### src/inc/icu_pkg.sv
// Purpose: Shared constants and types of the interrupt control unit.
// Assumes: 8-bit register port, 13-bit program counter.
// Notes:   Register offsets are the byte addresses of the plain register port.

package icu_pkg;

   // ==================================================================
   // Widths
   localparam int ADDR_W = 8;
   localparam int DATA_W = 8;
   localparam int PC_W   = 13;
   localparam int CORE_W = 3;
   localparam int PER_W  = 8;

   // ==================================================================
   // Register offsets
   localparam logic [7:0] REG_STATUS    = 8'h03;
   localparam logic [7:0] REG_OPTION    = 8'h81;
   localparam logic [7:0] REG_CORE      = 8'h0B;
   localparam logic [7:0] REG_CORE_ALT  = 8'h8B;
   localparam logic [7:0] REG_PREQ      = 8'h0C;
   localparam logic [7:0] REG_PEN       = 8'h8C;
   localparam logic [7:0] REG_PWR       = 8'h8E;

   // ==================================================================
   // Field positions
   localparam int BIT_GLB      = 7;
   localparam int BIT_GRP      = 6;
   localparam int BIT_EN_LO    = 3;     // enables [5:3] pair with flags [2:0]
   localparam int BIT_EN_HI    = 5;
   localparam int BIT_TO       = 4;
   localparam int BIT_PD       = 3;
   localparam int BIT_EDGE_SEL = 6;
   localparam int BIT_POR      = 1;
   localparam int BIT_BOR      = 0;
   localparam int FLG_PINCHG   = 0;
   localparam int FLG_EXT      = 1;
   localparam int FLG_T0       = 2;

   // ==================================================================
   // Values
   localparam logic [7:0]      PER_IMPL_MASK = 8'hEF;   // bit 4 unimplemented
   localparam logic [2:0]      CORE_IMPL_MASK = 3'h7;
   localparam logic [PC_W-1:0] IRQ_VECTOR    = 13'h0004;
   localparam logic [PC_W-1:0] RESET_VECTOR  = 13'h0000;
   localparam logic [7:0]      T0_MAX        = 8'hFF;
   localparam logic [7:0]      T0_ZERO       = 8'h00;

   typedef enum logic [1:0] {ST_IDLE, ST_TAKE, ST_SLEEP, ST_WAKE} icu_st_e;
   typedef enum logic [1:0] {RK_MASTER, RK_WDT, RK_BOD} icu_rk_e;

   typedef struct packed {
      icu_st_e             st;
      logic                glb;
      logic                grp;
      logic [2:0]          core_en;
      logic [7:0]          per_en;
      logic                edge_sel;
      logic                to;
      logic                pd;
      logic                por_bit;
      logic                bor_bit;
      logic                pin_prev;
      logic [7:0]          t0_prev;
      logic                req_q;
      logic                pc_load;
      logic [PC_W-1:0]     pc_addr;
      logic [DATA_W-1:0]   rdata;
   } icu_core_s;

   // Power-on values: status 0001 1xxx, power control ---- --0x (x taken as 0)
   localparam icu_core_s CORE_RST = '{st: ST_IDLE, glb: 1'b0, grp: 1'b0, core_en: 3'h0,
      per_en: 8'h00, edge_sel: 1'b1, to: 1'b1, pd: 1'b1, por_bit: 1'b0, bor_bit: 1'b0,
      pin_prev: 1'b0, t0_prev: 8'h00, req_q: 1'b0, pc_load: 1'b1, pc_addr: 13'h0000,
      rdata: 8'h00};

endpackage : icu_pkg

### src/inc/icu_flag_if.sv
// Purpose: Carrier between the control logic and one bank of sticky flags.
// Assumes: One clock domain.
// Notes:   clr_all beats set_evt; set_evt beats a software write.

interface icu_flag_if #(parameter int W = 8);
   logic [W-1:0] set_evt;
   logic         wr_en;
   logic [W-1:0] wr_data;
   logic         clr_all;
   logic [W-1:0] flags;

   modport ctl  (output set_evt, output wr_en, output wr_data, output clr_all, input flags);
   modport bank (input set_evt, input wr_en, input wr_data, input clr_all, output flags);
endinterface : icu_flag_if

### src/design/icu_flag_bank.sv
// Purpose: Bank of sticky request flags, set by events, written by software.
// Assumes: Events are one-cycle pulses synchronous to clk.
// Notes:   Unimplemented bits stay zero.

module icu_flag_bank #(
   parameter int           W    = 8,
   parameter logic [W-1:0] IMPL = '1
) (
   input wire logic    clk,
   input wire logic    rst,
   icu_flag_if.bank    fb
);

   typedef struct packed {
      logic [W-1:0] flags;
   } icu_bank_s;

   icu_bank_s s_q;
   icu_bank_s s_d;

   // ==================================================================
   // Flag update
   always_comb begin
      s_d = s_q;
      if (fb.wr_en) begin
         s_d.flags = fb.wr_data & IMPL;
      end
      // An event in the same cycle as a clearing write still lands
      s_d.flags = s_d.flags | (fb.set_evt & IMPL); // RULE11
      if (fb.clr_all) begin
         s_d.flags = '0;
      end
   end

   always_ff @(posedge clk or posedge rst) begin
      if (rst) begin
         s_q <= '0;
      end else begin
         s_q <= s_d;
      end
   end

   assign fb.flags = s_q.flags;
endmodule : icu_flag_bank

### src/design/icu_ctrl.sv
// Purpose: Interrupt control unit: flags, enables, vectoring, sleep wake-up, reset kinds.
// Assumes: clk is the instruction clock; all inputs synchronous; rst is power-on reset.
// Notes:   Sequencer must obey pc_load and stack_push in the cycle they are high.
//
// How it works
// RULE1 - Eleven sources feed ten sticky flags
// RULE2 - Global enable gates every interrupt
// RULE3 - Every reset clears the global enable
// RULE4 - Return-from-interrupt sets global enable again
// RULE5 - Each source masked by its own enable
// RULE6 - Core flags live in core control register
// RULE7 - Peripheral flags and enables in separate registers
// RULE8 - Taking clears enable, pushes, loads 0004h
// RULE9 - Pin event to vector in three cycles
// RULE10 - Software clears serviced flags before re-enabling
// RULE11 - Flags set regardless of any enable
// RULE12 - Clearing global enable drops next-cycle take
// RULE13 - Wake runs next instruction, then maybe vectors
// RULE14 - Enabled request flags wake from sleep
// RULE15 - Interrupt wake sets time-out, clears power-down
// RULE16 - Hard resets load program counter with 000h
// RULE17 - Master clear in sleep gives 0001 0uuu
// RULE18 - Brown-out clears indication bit, others keep
// RULE19 - Selected pin edge sets external flag
// RULE20 - Timer0 wrap FFh to 00h sets flag
// RULE21 - Request needs global, own and group enables; here core flags need only global and own, group gates peripheral flags only
//
// Our own choices: the strobed register port and the address map.

module icu_ctrl (
   input  wire logic                        clk,
   input  wire logic                        rst,
   input  wire logic [icu_pkg::ADDR_W-1:0]  reg_addr,
   input  wire logic [icu_pkg::DATA_W-1:0]  reg_wdata,
   input  wire logic                        reg_wr,
   input  wire logic                        reg_rd,
   output logic      [icu_pkg::DATA_W-1:0]  reg_rdata,
   input  wire logic                        ext_irq_pin,
   input  wire logic                        pin_change_evt,
   input  wire logic [7:0]                  timer0_count,
   input  wire logic [icu_pkg::PER_W-1:0]   periph_evt,
   input  wire logic                        return_from_irq_op,
   input  wire logic                        sleep_op,
   input  wire logic                        instr_done,
   input  wire logic                        sys_reset,
   input  wire icu_pkg::icu_rk_e            reset_kind,
   output logic                             pc_load,
   output logic      [icu_pkg::PC_W-1:0]    pc_load_addr,
   output logic                             stack_push,
   output logic                             irq_pending,
   output logic                             sleep_active,
   output logic                             wake
);

   icu_pkg::icu_core_s s_q;
   icu_pkg::icu_core_s s_d;

   icu_flag_if #(.W(icu_pkg::CORE_W)) core_fb ();
   icu_flag_if #(.W(icu_pkg::PER_W))  per_fb ();

   logic ext_edge;
   logic t0_ovf;
   logic core_hit;
   logic per_hit;
   logic irq_req;
   logic wr_core;
   logic glb_clr_wr;
   logic take;
   logic [icu_pkg::DATA_W-1:0] rd_val;

   // ==================================================================
   // Flag banks
   icu_flag_bank #(.W(icu_pkg::CORE_W), .IMPL(icu_pkg::CORE_IMPL_MASK)) u_core_flags ( // RULE6
      .clk (clk),
      .rst (rst),
      .fb  (core_fb)
   );

   icu_flag_bank #(.W(icu_pkg::PER_W), .IMPL(icu_pkg::PER_IMPL_MASK)) u_per_flags ( // RULE7
      .clk (clk),
      .rst (rst),
      .fb  (per_fb)
   );

   // ==================================================================
   // Event detection
   always_comb begin
      if (s_q.edge_sel) begin
         ext_edge = ext_irq_pin & ~s_q.pin_prev; // RULE19
      end else begin
         ext_edge = ~ext_irq_pin & s_q.pin_prev; // RULE19
      end
   end

   assign t0_ovf = (s_q.t0_prev == icu_pkg::T0_MAX) && (timer0_count == icu_pkg::T0_ZERO); // RULE20

   // Three core sources plus eight peripheral inputs; peripheral bit 4 has no flag
   assign core_fb.set_evt[icu_pkg::FLG_PINCHG] = pin_change_evt; // RULE1
   assign core_fb.set_evt[icu_pkg::FLG_EXT]    = ext_edge;
   assign core_fb.set_evt[icu_pkg::FLG_T0]     = t0_ovf;
   assign per_fb.set_evt  = periph_evt; // RULE1

   assign wr_core       = reg_wr && (reg_addr == icu_pkg::REG_CORE || reg_addr == icu_pkg::REG_CORE_ALT);
   assign core_fb.wr_en   = wr_core;
   assign core_fb.wr_data = reg_wdata[icu_pkg::CORE_W-1:0];
   assign core_fb.clr_all = sys_reset;
   assign per_fb.wr_en    = reg_wr && (reg_addr == icu_pkg::REG_PREQ);
   assign per_fb.wr_data  = reg_wdata;
   assign per_fb.clr_all  = sys_reset;

   // ==================================================================
   // Request and take
   assign core_hit = |(core_fb.flags & s_q.core_en); // RULE5
   assign per_hit  = |(per_fb.flags & s_q.per_en);   // RULE5
   assign irq_req  = s_q.glb && (core_hit || (s_q.grp && per_hit)); // RULE21 RULE2

   // A write that clears the global enable cancels the take already lined up
   assign glb_clr_wr = wr_core && !reg_wdata[icu_pkg::BIT_GLB];
   assign take = (s_q.st == icu_pkg::ST_IDLE) && s_q.req_q && irq_req && !glb_clr_wr && !sys_reset; // RULE12

   // ==================================================================
   // Read mux
   always_comb begin
      rd_val = 8'h00;
      unique case (reg_addr)
         icu_pkg::REG_CORE, icu_pkg::REG_CORE_ALT: begin
            rd_val = {s_q.glb, s_q.grp, s_q.core_en, core_fb.flags};
         end
         icu_pkg::REG_PREQ: begin
            rd_val = per_fb.flags;
         end
         icu_pkg::REG_PEN: begin
            rd_val = s_q.per_en;
         end
         icu_pkg::REG_STATUS: begin
            rd_val[icu_pkg::BIT_TO] = s_q.to;
            rd_val[icu_pkg::BIT_PD] = s_q.pd;
         end
         icu_pkg::REG_OPTION: begin
            rd_val[icu_pkg::BIT_EDGE_SEL] = s_q.edge_sel;
         end
         icu_pkg::REG_PWR: begin
            rd_val[icu_pkg::BIT_POR] = s_q.por_bit;
            rd_val[icu_pkg::BIT_BOR] = s_q.bor_bit;
         end
         default: begin
            rd_val = 8'h00;
         end
      endcase
   end

   // ==================================================================
   // Next state
   always_comb begin
      s_d          = s_q;
      s_d.pc_load  = 1'b0;
      s_d.rdata    = 8'h00;
      s_d.req_q    = irq_req; // RULE9
      s_d.pin_prev = ext_irq_pin;
      s_d.t0_prev  = timer0_count;
      if (reg_rd) begin
         s_d.rdata = rd_val;
      end
      if (wr_core) begin
         s_d.glb     = reg_wdata[icu_pkg::BIT_GLB];
         s_d.grp     = reg_wdata[icu_pkg::BIT_GRP];
         s_d.core_en = reg_wdata[icu_pkg::BIT_EN_HI:icu_pkg::BIT_EN_LO];
      end
      if (reg_wr && reg_addr == icu_pkg::REG_PEN) begin
         s_d.per_en = reg_wdata & icu_pkg::PER_IMPL_MASK;
      end
      if (reg_wr && reg_addr == icu_pkg::REG_OPTION) begin
         s_d.edge_sel = reg_wdata[icu_pkg::BIT_EDGE_SEL];
      end
      if (reg_wr && reg_addr == icu_pkg::REG_PWR) begin
         s_d.por_bit = reg_wdata[icu_pkg::BIT_POR];
         s_d.bor_bit = reg_wdata[icu_pkg::BIT_BOR];
      end
      if (return_from_irq_op) begin
         s_d.glb = 1'b1; // RULE4
      end
      unique case (s_q.st)
         icu_pkg::ST_IDLE: begin
            if (take) begin
               s_d.st      = icu_pkg::ST_TAKE;
               s_d.glb     = 1'b0;                 // RULE8
               s_d.pc_load = 1'b1;
               s_d.pc_addr = icu_pkg::IRQ_VECTOR;  // RULE8
            end else if (sleep_op) begin
               s_d.st = icu_pkg::ST_SLEEP;
               s_d.to = 1'b1;
               s_d.pd = 1'b0;
            end
         end
         icu_pkg::ST_TAKE: begin
            s_d.st = icu_pkg::ST_IDLE;
         end
         icu_pkg::ST_SLEEP: begin
            if (core_hit || per_hit) begin
               s_d.st = icu_pkg::ST_WAKE; // RULE14
               s_d.to = 1'b1;             // RULE15
               s_d.pd = 1'b0;             // RULE15
            end
         end
         icu_pkg::ST_WAKE: begin
            // Hold off the vector until the instruction after sleep has run
            if (instr_done) begin
               s_d.st = icu_pkg::ST_IDLE; // RULE13
            end
         end
      endcase
      if (sys_reset) begin
         s_d.st       = icu_pkg::ST_IDLE;
         s_d.glb      = 1'b0;                  // RULE3
         s_d.grp      = 1'b0;
         s_d.core_en  = 3'h0;
         s_d.per_en   = 8'h00;
         s_d.edge_sel = 1'b1;
         s_d.req_q    = 1'b0;
         s_d.pc_load  = 1'b1;                  // RULE16
         s_d.pc_addr  = icu_pkg::RESET_VECTOR; // RULE16
         unique case (reset_kind)
            icu_pkg::RK_MASTER: begin
               if (s_q.st == icu_pkg::ST_SLEEP) begin
                  s_d.to = 1'b1; // RULE17
                  s_d.pd = 1'b0; // RULE17
               end
            end
            icu_pkg::RK_WDT: begin
               s_d.to = 1'b0;
            end
            icu_pkg::RK_BOD: begin
               s_d.to      = 1'b1;
               s_d.pd      = 1'b1;
               s_d.por_bit = 1'b1;
               s_d.bor_bit = 1'b0; // RULE18
            end
            default: begin
               s_d.to = s_q.to;
            end
         endcase
      end
   end

   always_ff @(posedge clk or posedge rst) begin
      if (rst) begin
         s_q <= icu_pkg::CORE_RST; // RULE3 RULE16
      end else begin
         s_q <= s_d;
      end
   end

   // ==================================================================
   // Outputs
   assign reg_rdata    = s_q.rdata;
   assign pc_load      = s_q.pc_load;
   assign pc_load_addr = s_q.pc_addr;
   assign stack_push   = (s_q.st == icu_pkg::ST_TAKE); // RULE8
   assign irq_pending  = irq_req;
   assign sleep_active = (s_q.st == icu_pkg::ST_SLEEP);
   assign wake         = (s_q.st == icu_pkg::ST_SLEEP) && (core_hit || per_hit) && !sys_reset;
endmodule : icu_ctrl

### config.mk
export PLATFORM = sky130hd
export DESIGN_NAME = icu_ctrl
export DESIGN_NICKNAME = d
export VERILOG_FILES = /design/src/inc/icu_pkg.sv /design/src/inc/icu_flag_if.sv /design/src/design/icu_flag_bank.sv /design/src/design/icu_ctrl.sv
export SDC_FILE = /design/constraint.sdc
export NUM_CORES = 1
export LEC_CHECK = 0
export BUFFER_PORTS_ARGS = -buffer_cell sky130_fd_sc_hd__buf_4
export CAP_MARGIN = 10
export CORE_AREA = 2 2 74 76
export DETAILED_ROUTE_END_ITERATION = 6
export DIE_AREA = 0 0 76 78
export PLACE_DENSITY = 0.77
export SLEW_MARGIN = 20
export SYNTH_ARGS = -nofsm -noshare
export SYNTH_HDL_FRONTEND = slang
export SYNTH_SLANG_ARGS = --single-unit
### constraint.sdc
create_clock -name clk -period 1.75 [get_ports clk]
set_input_delay 0.35 -clock clk [delete_from_list [all_inputs] [get_ports clk]]
set_output_delay 0.35 -clock clk [all_outputs]
set_load 0.05 [all_outputs]
# == Word-level counts from Yosys, hierarchy flattened ==
# Cells that the tools add are included.
# op_classes
n_eq_ne,17
mux,36
bitwise,8
n_reduce_logical,34
# ops
cell,n
$eq A8 B8 Y1 const B,5
$mux W8,4
$mux W14,2
$pmux W2 S4,3
$mux W2,10
$mux W20,1
$eq A8 B4 Y1 const B,2
$logic_and A1 B1 Y1,15
$mux W15,1
$pmux W1 S3,4
$reduce_bool A2 Y1,5
$and A8 B8 Y8,1
$eq A8 B2 Y1 const B,1
$logic_not A8 Y1,1
$or A8 B8 Y8,1
$reduce_or A8 Y1,1
$eq A2 B2 Y1 const B,3
$mux W3,2
$mux W1,5
$mux W5,1
$eq A2 B1 Y1 const B,2
$logic_not A2 Y1,2
$ne A4 B1 Y1 const B,1
$ne A4 B4 Y1 const B,1
15 further kinds,21
# totals
ff_bits,63
output_inout_bits,26

# == Longest topological paths before layout ==
# depth
word_depth,13
mapped_depth,7

# == Hierarchy ==
# Synthesis repeated with hierarchy kept, for this count alone.
# hier_totals
hier_cells,256
area_unflattened_um2,2492.4
# by_module_without_submodules
module,n_inst,cells_per_inst,area_each_um2,seq_area_each_um2
icu_ctrl,1,211,2024.4,980.9
icu_flag_bank (u_per_flags),1,32,332.8,175.2
icu_flag_bank (u_core_flags),1,13,135.1,75.1

# == Worst setup path before layout ==
# OpenSTA, ideal clock, no wires.
# synth_path
path_type,register to output
from,"register u_core_flags.s_q, in the netlist u_core_flags.fb.flags[2]"
to,output wake
t_arrival_ps,1703
required_ps,1400
slack_ps,-303
path_stages_with_launch,5
path_buffers,0
path_cell_list,dfrtp_1 > a22oi_1 > nand2_1 > nor2_1 > nor3_1
# synth_via
elab_chain_len,5
# synth_lines
item,line_no,source
from (decl),icu_flag_bank.sv:18,icu_bank_s s_q;
from (signal assigned),icu_flag_bank.sv:37,s_q <= '0;
from (signal assigned),icu_flag_bank.sv:39,s_q <= s_d;
$and A3 B3 Y3,icu_ctrl.sv:113,assign core_hit = |(core_fb.flags & s_q.core_en);
$reduce_or A3 Y1,icu_ctrl.sv:113,
$logic_or A1 B1 Y1,icu_ctrl.sv:261,assign wake = (s_q.st == icu_pkg::ST_SLEEP) && (core_hit || per_hit) && !sys_reset;
$logic_and A1 B1 Y1 (2 in a row),icu_ctrl.sv:261,
to (decl),icu_ctrl.sv:52,output logic wake
# No other way between the ends.

# == Final worst setup path ==
# layout_path
from,"register u_per_flags.s_q, in the netlist u_per_flags.fb.flags[6]"
to,output irq_pending
# layout_via
elab_chain_len,5
# layout_lines
item,line_no,source
from (decl),icu_flag_bank.sv:18,
from (signal assigned),icu_flag_bank.sv:37,
from (signal assigned),icu_flag_bank.sv:39,
$and A8 B8 Y8,icu_ctrl.sv:114,assign per_hit = |(per_fb.flags & s_q.per_en);
$reduce_or A8 Y1,icu_ctrl.sv:114,
$logic_and A1 B1 Y1,icu_ctrl.sv:115,assign irq_req = s_q.glb && (core_hit || (s_q.grp && per_hit));
$logic_or A1 B1 Y1,icu_ctrl.sv:115,
$logic_and A1 B1 Y1,icu_ctrl.sv:115,
to (decl),icu_ctrl.sv:50,"output logic irq_pending,"
# No other way between the ends.

==> results_dict.tcl <==
set metrics [dict create \
    dominantRegCellSynth "dfrtp_1" \
    critPathTopFamily "compound AO/OA/AOI/OAI gates" \
    crit_start "u_per_flags.fb.flags[6]$_DFF_PP0_" \
    grt_overflow 0 \
    yosysWarnings 0 \
    end_kind "output pin" \
    status "complete, but fails checks" \
    die_w_um 76 \
    ys_seq_elements 49 \
    clkLatencyLatePin_ns 0.30 \
    wl_um 5700 \
    setup_ws_ns -0.318 \
    rsz0062_at_grt "yes" \
    dieHeight_um 78 \
    p_sw_w 0.000594 \
    grt_pass1_wl_um 9640 \
    drcViolationCount 0 \
    track_usage 0.204 \
    cts-root-buf "clkbuf_8" \
    dieArea_um2 5930 \
    dp.final_hpwl_um 4220 \
    cts_sinks 49 \
    startpoint_type "register" \
    place_inst 372 \
    maxCapViolations 0 \
    viasPerCell 5.36 \
    cp.arrival_ns 1.72 \
    rrSetupSlack_ns 0.01 \
    fin_crit_ns 2.07 \
    cts_setup_buffers 0 \
    core_um2 5040 \
    grt_max_degree 50 \
    syn_area_um2 2580 \
    finalHoldViolCount 0 \
    crit_buf_inv 1 \
    synth_top_area_cell "dfrtp_1" \
    synthCells 250 \
    setup_viol 2 \
    syn_area_per_cell_um2 10.3 \
    fillers 419 \
    r2r_start "u_per_flags.fb.flags[6]$_DFF_PP0_" \
    max_freq_mhz 483 \
    drv_slew 0 \
    top_usage_layer "met2" \
    ant_nets 0 \
    gp_congestion 0.869 \
    violations "setup timing" \
    htreeDepth 2 \
    num_antenna_cells 0 \
    required_ns 1.40 \
    post-synth-top-count-cell "dfrtp_1" \
    drt_iter0_markers 103 \
    finalNonFillerCells 380 \
    p_leak_nw 1.59 \
    io_buffers 56 \
    peakVddDrop_uv 528 \
    clk_pin_slew_ns 0.08 \
    yosysSeqAreaShare 0.477 \
    cts_tree "built" \
    async_flop_share 1.00 \
    fin_skew_ns 0.00368 \
    pwr-share-comb 0.142 \
    nNetsFinal 356 \
    syn_to_final_growth_pct 23.5 \
    ctsHoldBuffers 0 \
    synth_edf_count 0 \
    numCtsBuffers 5 \
    synth_commonest_cells "dfrtp_1 (45), nor2_1 (24), buf_4 (22)" \
    p_clk_frac 0.350 \
    hold_class "input pin to async pin" \
    globalRouteMet1Util 0.282 \
    drive_gt1_frac 0.326 \
    io_pins 70 \
    first_global_vias 1980 \
    synth_cell_types 54 \
    routed-via-count 2038 \
    p_int_w 0.00178 \
    crit_type "register to output pin" \
    wl_per_cell_um 15.0 \
    fin_crit_sh 1.18 \
    initial_utilization 0.512 \
    power.density_nw_per_um2 744 \
    grt_use_met2 0.321 \
    p_seq_frac 0.508 \
    ys_top_cells_by_area "dfrtp_1 (44%), mux2i_1 (8.1%), buf_4 (6.4%)" \
    crit_fanout 2 \
    rows 26 \
    cts_buffer_depth 2 \
    antenna_found_initial 0 \
    synth_top_area_frac 0.436 \
    power_w 0.00237 \
    crit_chain "a222oi_1 > a31oi_1 > o21a_1 > buf_6" \
    cpPeakStageDelay_ns 0.43 \
    switching_share 0.250 \
    cp_slowest_cell "a222oi_1" \
    use_met3 0.0465 \
    dr.pass1.iters 4 \
]
## worst paths after layout
path	depth (start not counted)	end
setup / recovery	4	irq_pending
hold / removal	3	u_per_flags.fb.flags[3]$_DFF_PP0_
setup reg to reg	5	s_q[35]$_DFFE_PP1P_
hold reg to reg	2	s_q[34]$_DFF_PP1_
max in group asynchronous	3	pc_load$_DFF_PP1_
min in group clk	1	s_q[23]$_DFF_PP0_
## kinds of logic (layout without fill, tap and decap cells)
family / count (synthesis) / after routing / share of synthesized area
simple gates: 77 / 77 / 0.173
compound gates: 52 / 52 / 0.136
mux: 25 / 25 / 0.0988
buf+inv: 43 / 92 / 0.0993
other cells: 1 / 12 / 0.00145
flops: 49 / 49 / 0.477
fa+ha+maj: 3 / 3 / 0.0145
## power groups by stage
stage,Combinational (W),Sequential (W),Clock (W)
4_1_cts,0.000335,0.00121,0.000841
5_1_grt,0.000368,0.00121,0.000882
3_5_place_dp,0.000334,0.00123,0
6_report,0.000337,0.00121,0.000830
2_1_floorplan,0.000215,0.00122,0
3_3_place_gp,0.000328,0.00123,0
## routing by layer
metal	wire length, um	vias to the layer above
met3	426	5
met4	63	0
met2	2680	86
met5	0	-
met1	2530	974
li1	-	973
## flip-flops by register name (all words and copies together) (netlist names)
name and flops:
u_per_flags.fb.flags 7, reg_rdata 8, pc_load 1, u_core_flags.fb.flags 3, pc_load_addr 1, s_q 29
## metrics by stage
step	utilization	hold slack (ns)	area, um^2	TNS, ns	setup slack [ns]
6_report	0.633	0.0765	3190	-0.611	-0.318
5_1_grt	0.633	0.105	3190	-0.774	-0.369
4_1_cts	0.630	0.0869	3180	-0.669	-0.339
3_5_place_dp	0.605	0.418	3050	-0.00631	-0.00631
3_3_place_gp	0.605	0.413	3050	-0.0204	-0.0204
2_1_floorplan	-	0.381	2630	0	0.117
## area by class of cell
class	instances	area, um^2	area share
flip-flops and latches	49	1230	0.386
clock inverters	1	30.0	0.00942
inverters	14	52.6	0.0165
repair buffers	70	546	0.171
multi-input cells	169	1160	0.362
well taps	70	87.6	0.0275
clock buffers	7	86.3	0.0271
## cells in the final DEF, fill, tap and decap left out, types with 4 or more instances in the layout
cell / Yosys / routed
a21oi_1: 17 / 17
a22oi_1: 11 / 11
a32oi_1: 4 / 4
and3_1: 4 / 4
buf_4: 22 / 67
clkbuf_8: 1 / 6
conb_1: 1 / 12
dfrtp_1: 45 / 45
dfstp_2: 4 / 4
inv_1: 14 / 13
mux2_2: 4 / 4
mux2i_1: 21 / 21
nand2_1: 11 / 11
nand3_1: 9 / 9
nor2_1: 24 / 23
## worst reg2reg max path, cell delays in order, from the launching register on
cell and delay, ns:
dfrtp_1 0.39, a222oi_1 0.43, a31oi_1 0.20, o2111a_2 0.35
a21oi_4 0.15, o32a_1 0.16
## repair_timing
| action | 4_1_cts | 5_1_grt |
|---|---|---|
| pin swaps | 6 | 9 |
| endpoints found under the setup margin | 2 | 7 |
| gates resized for setup | 3 | 5 |
| endpoints found under the hold margin | 0 | 0 |
| cloned | 0 | 0 |
Note: power is estimated with default switching activity, not from simulation.
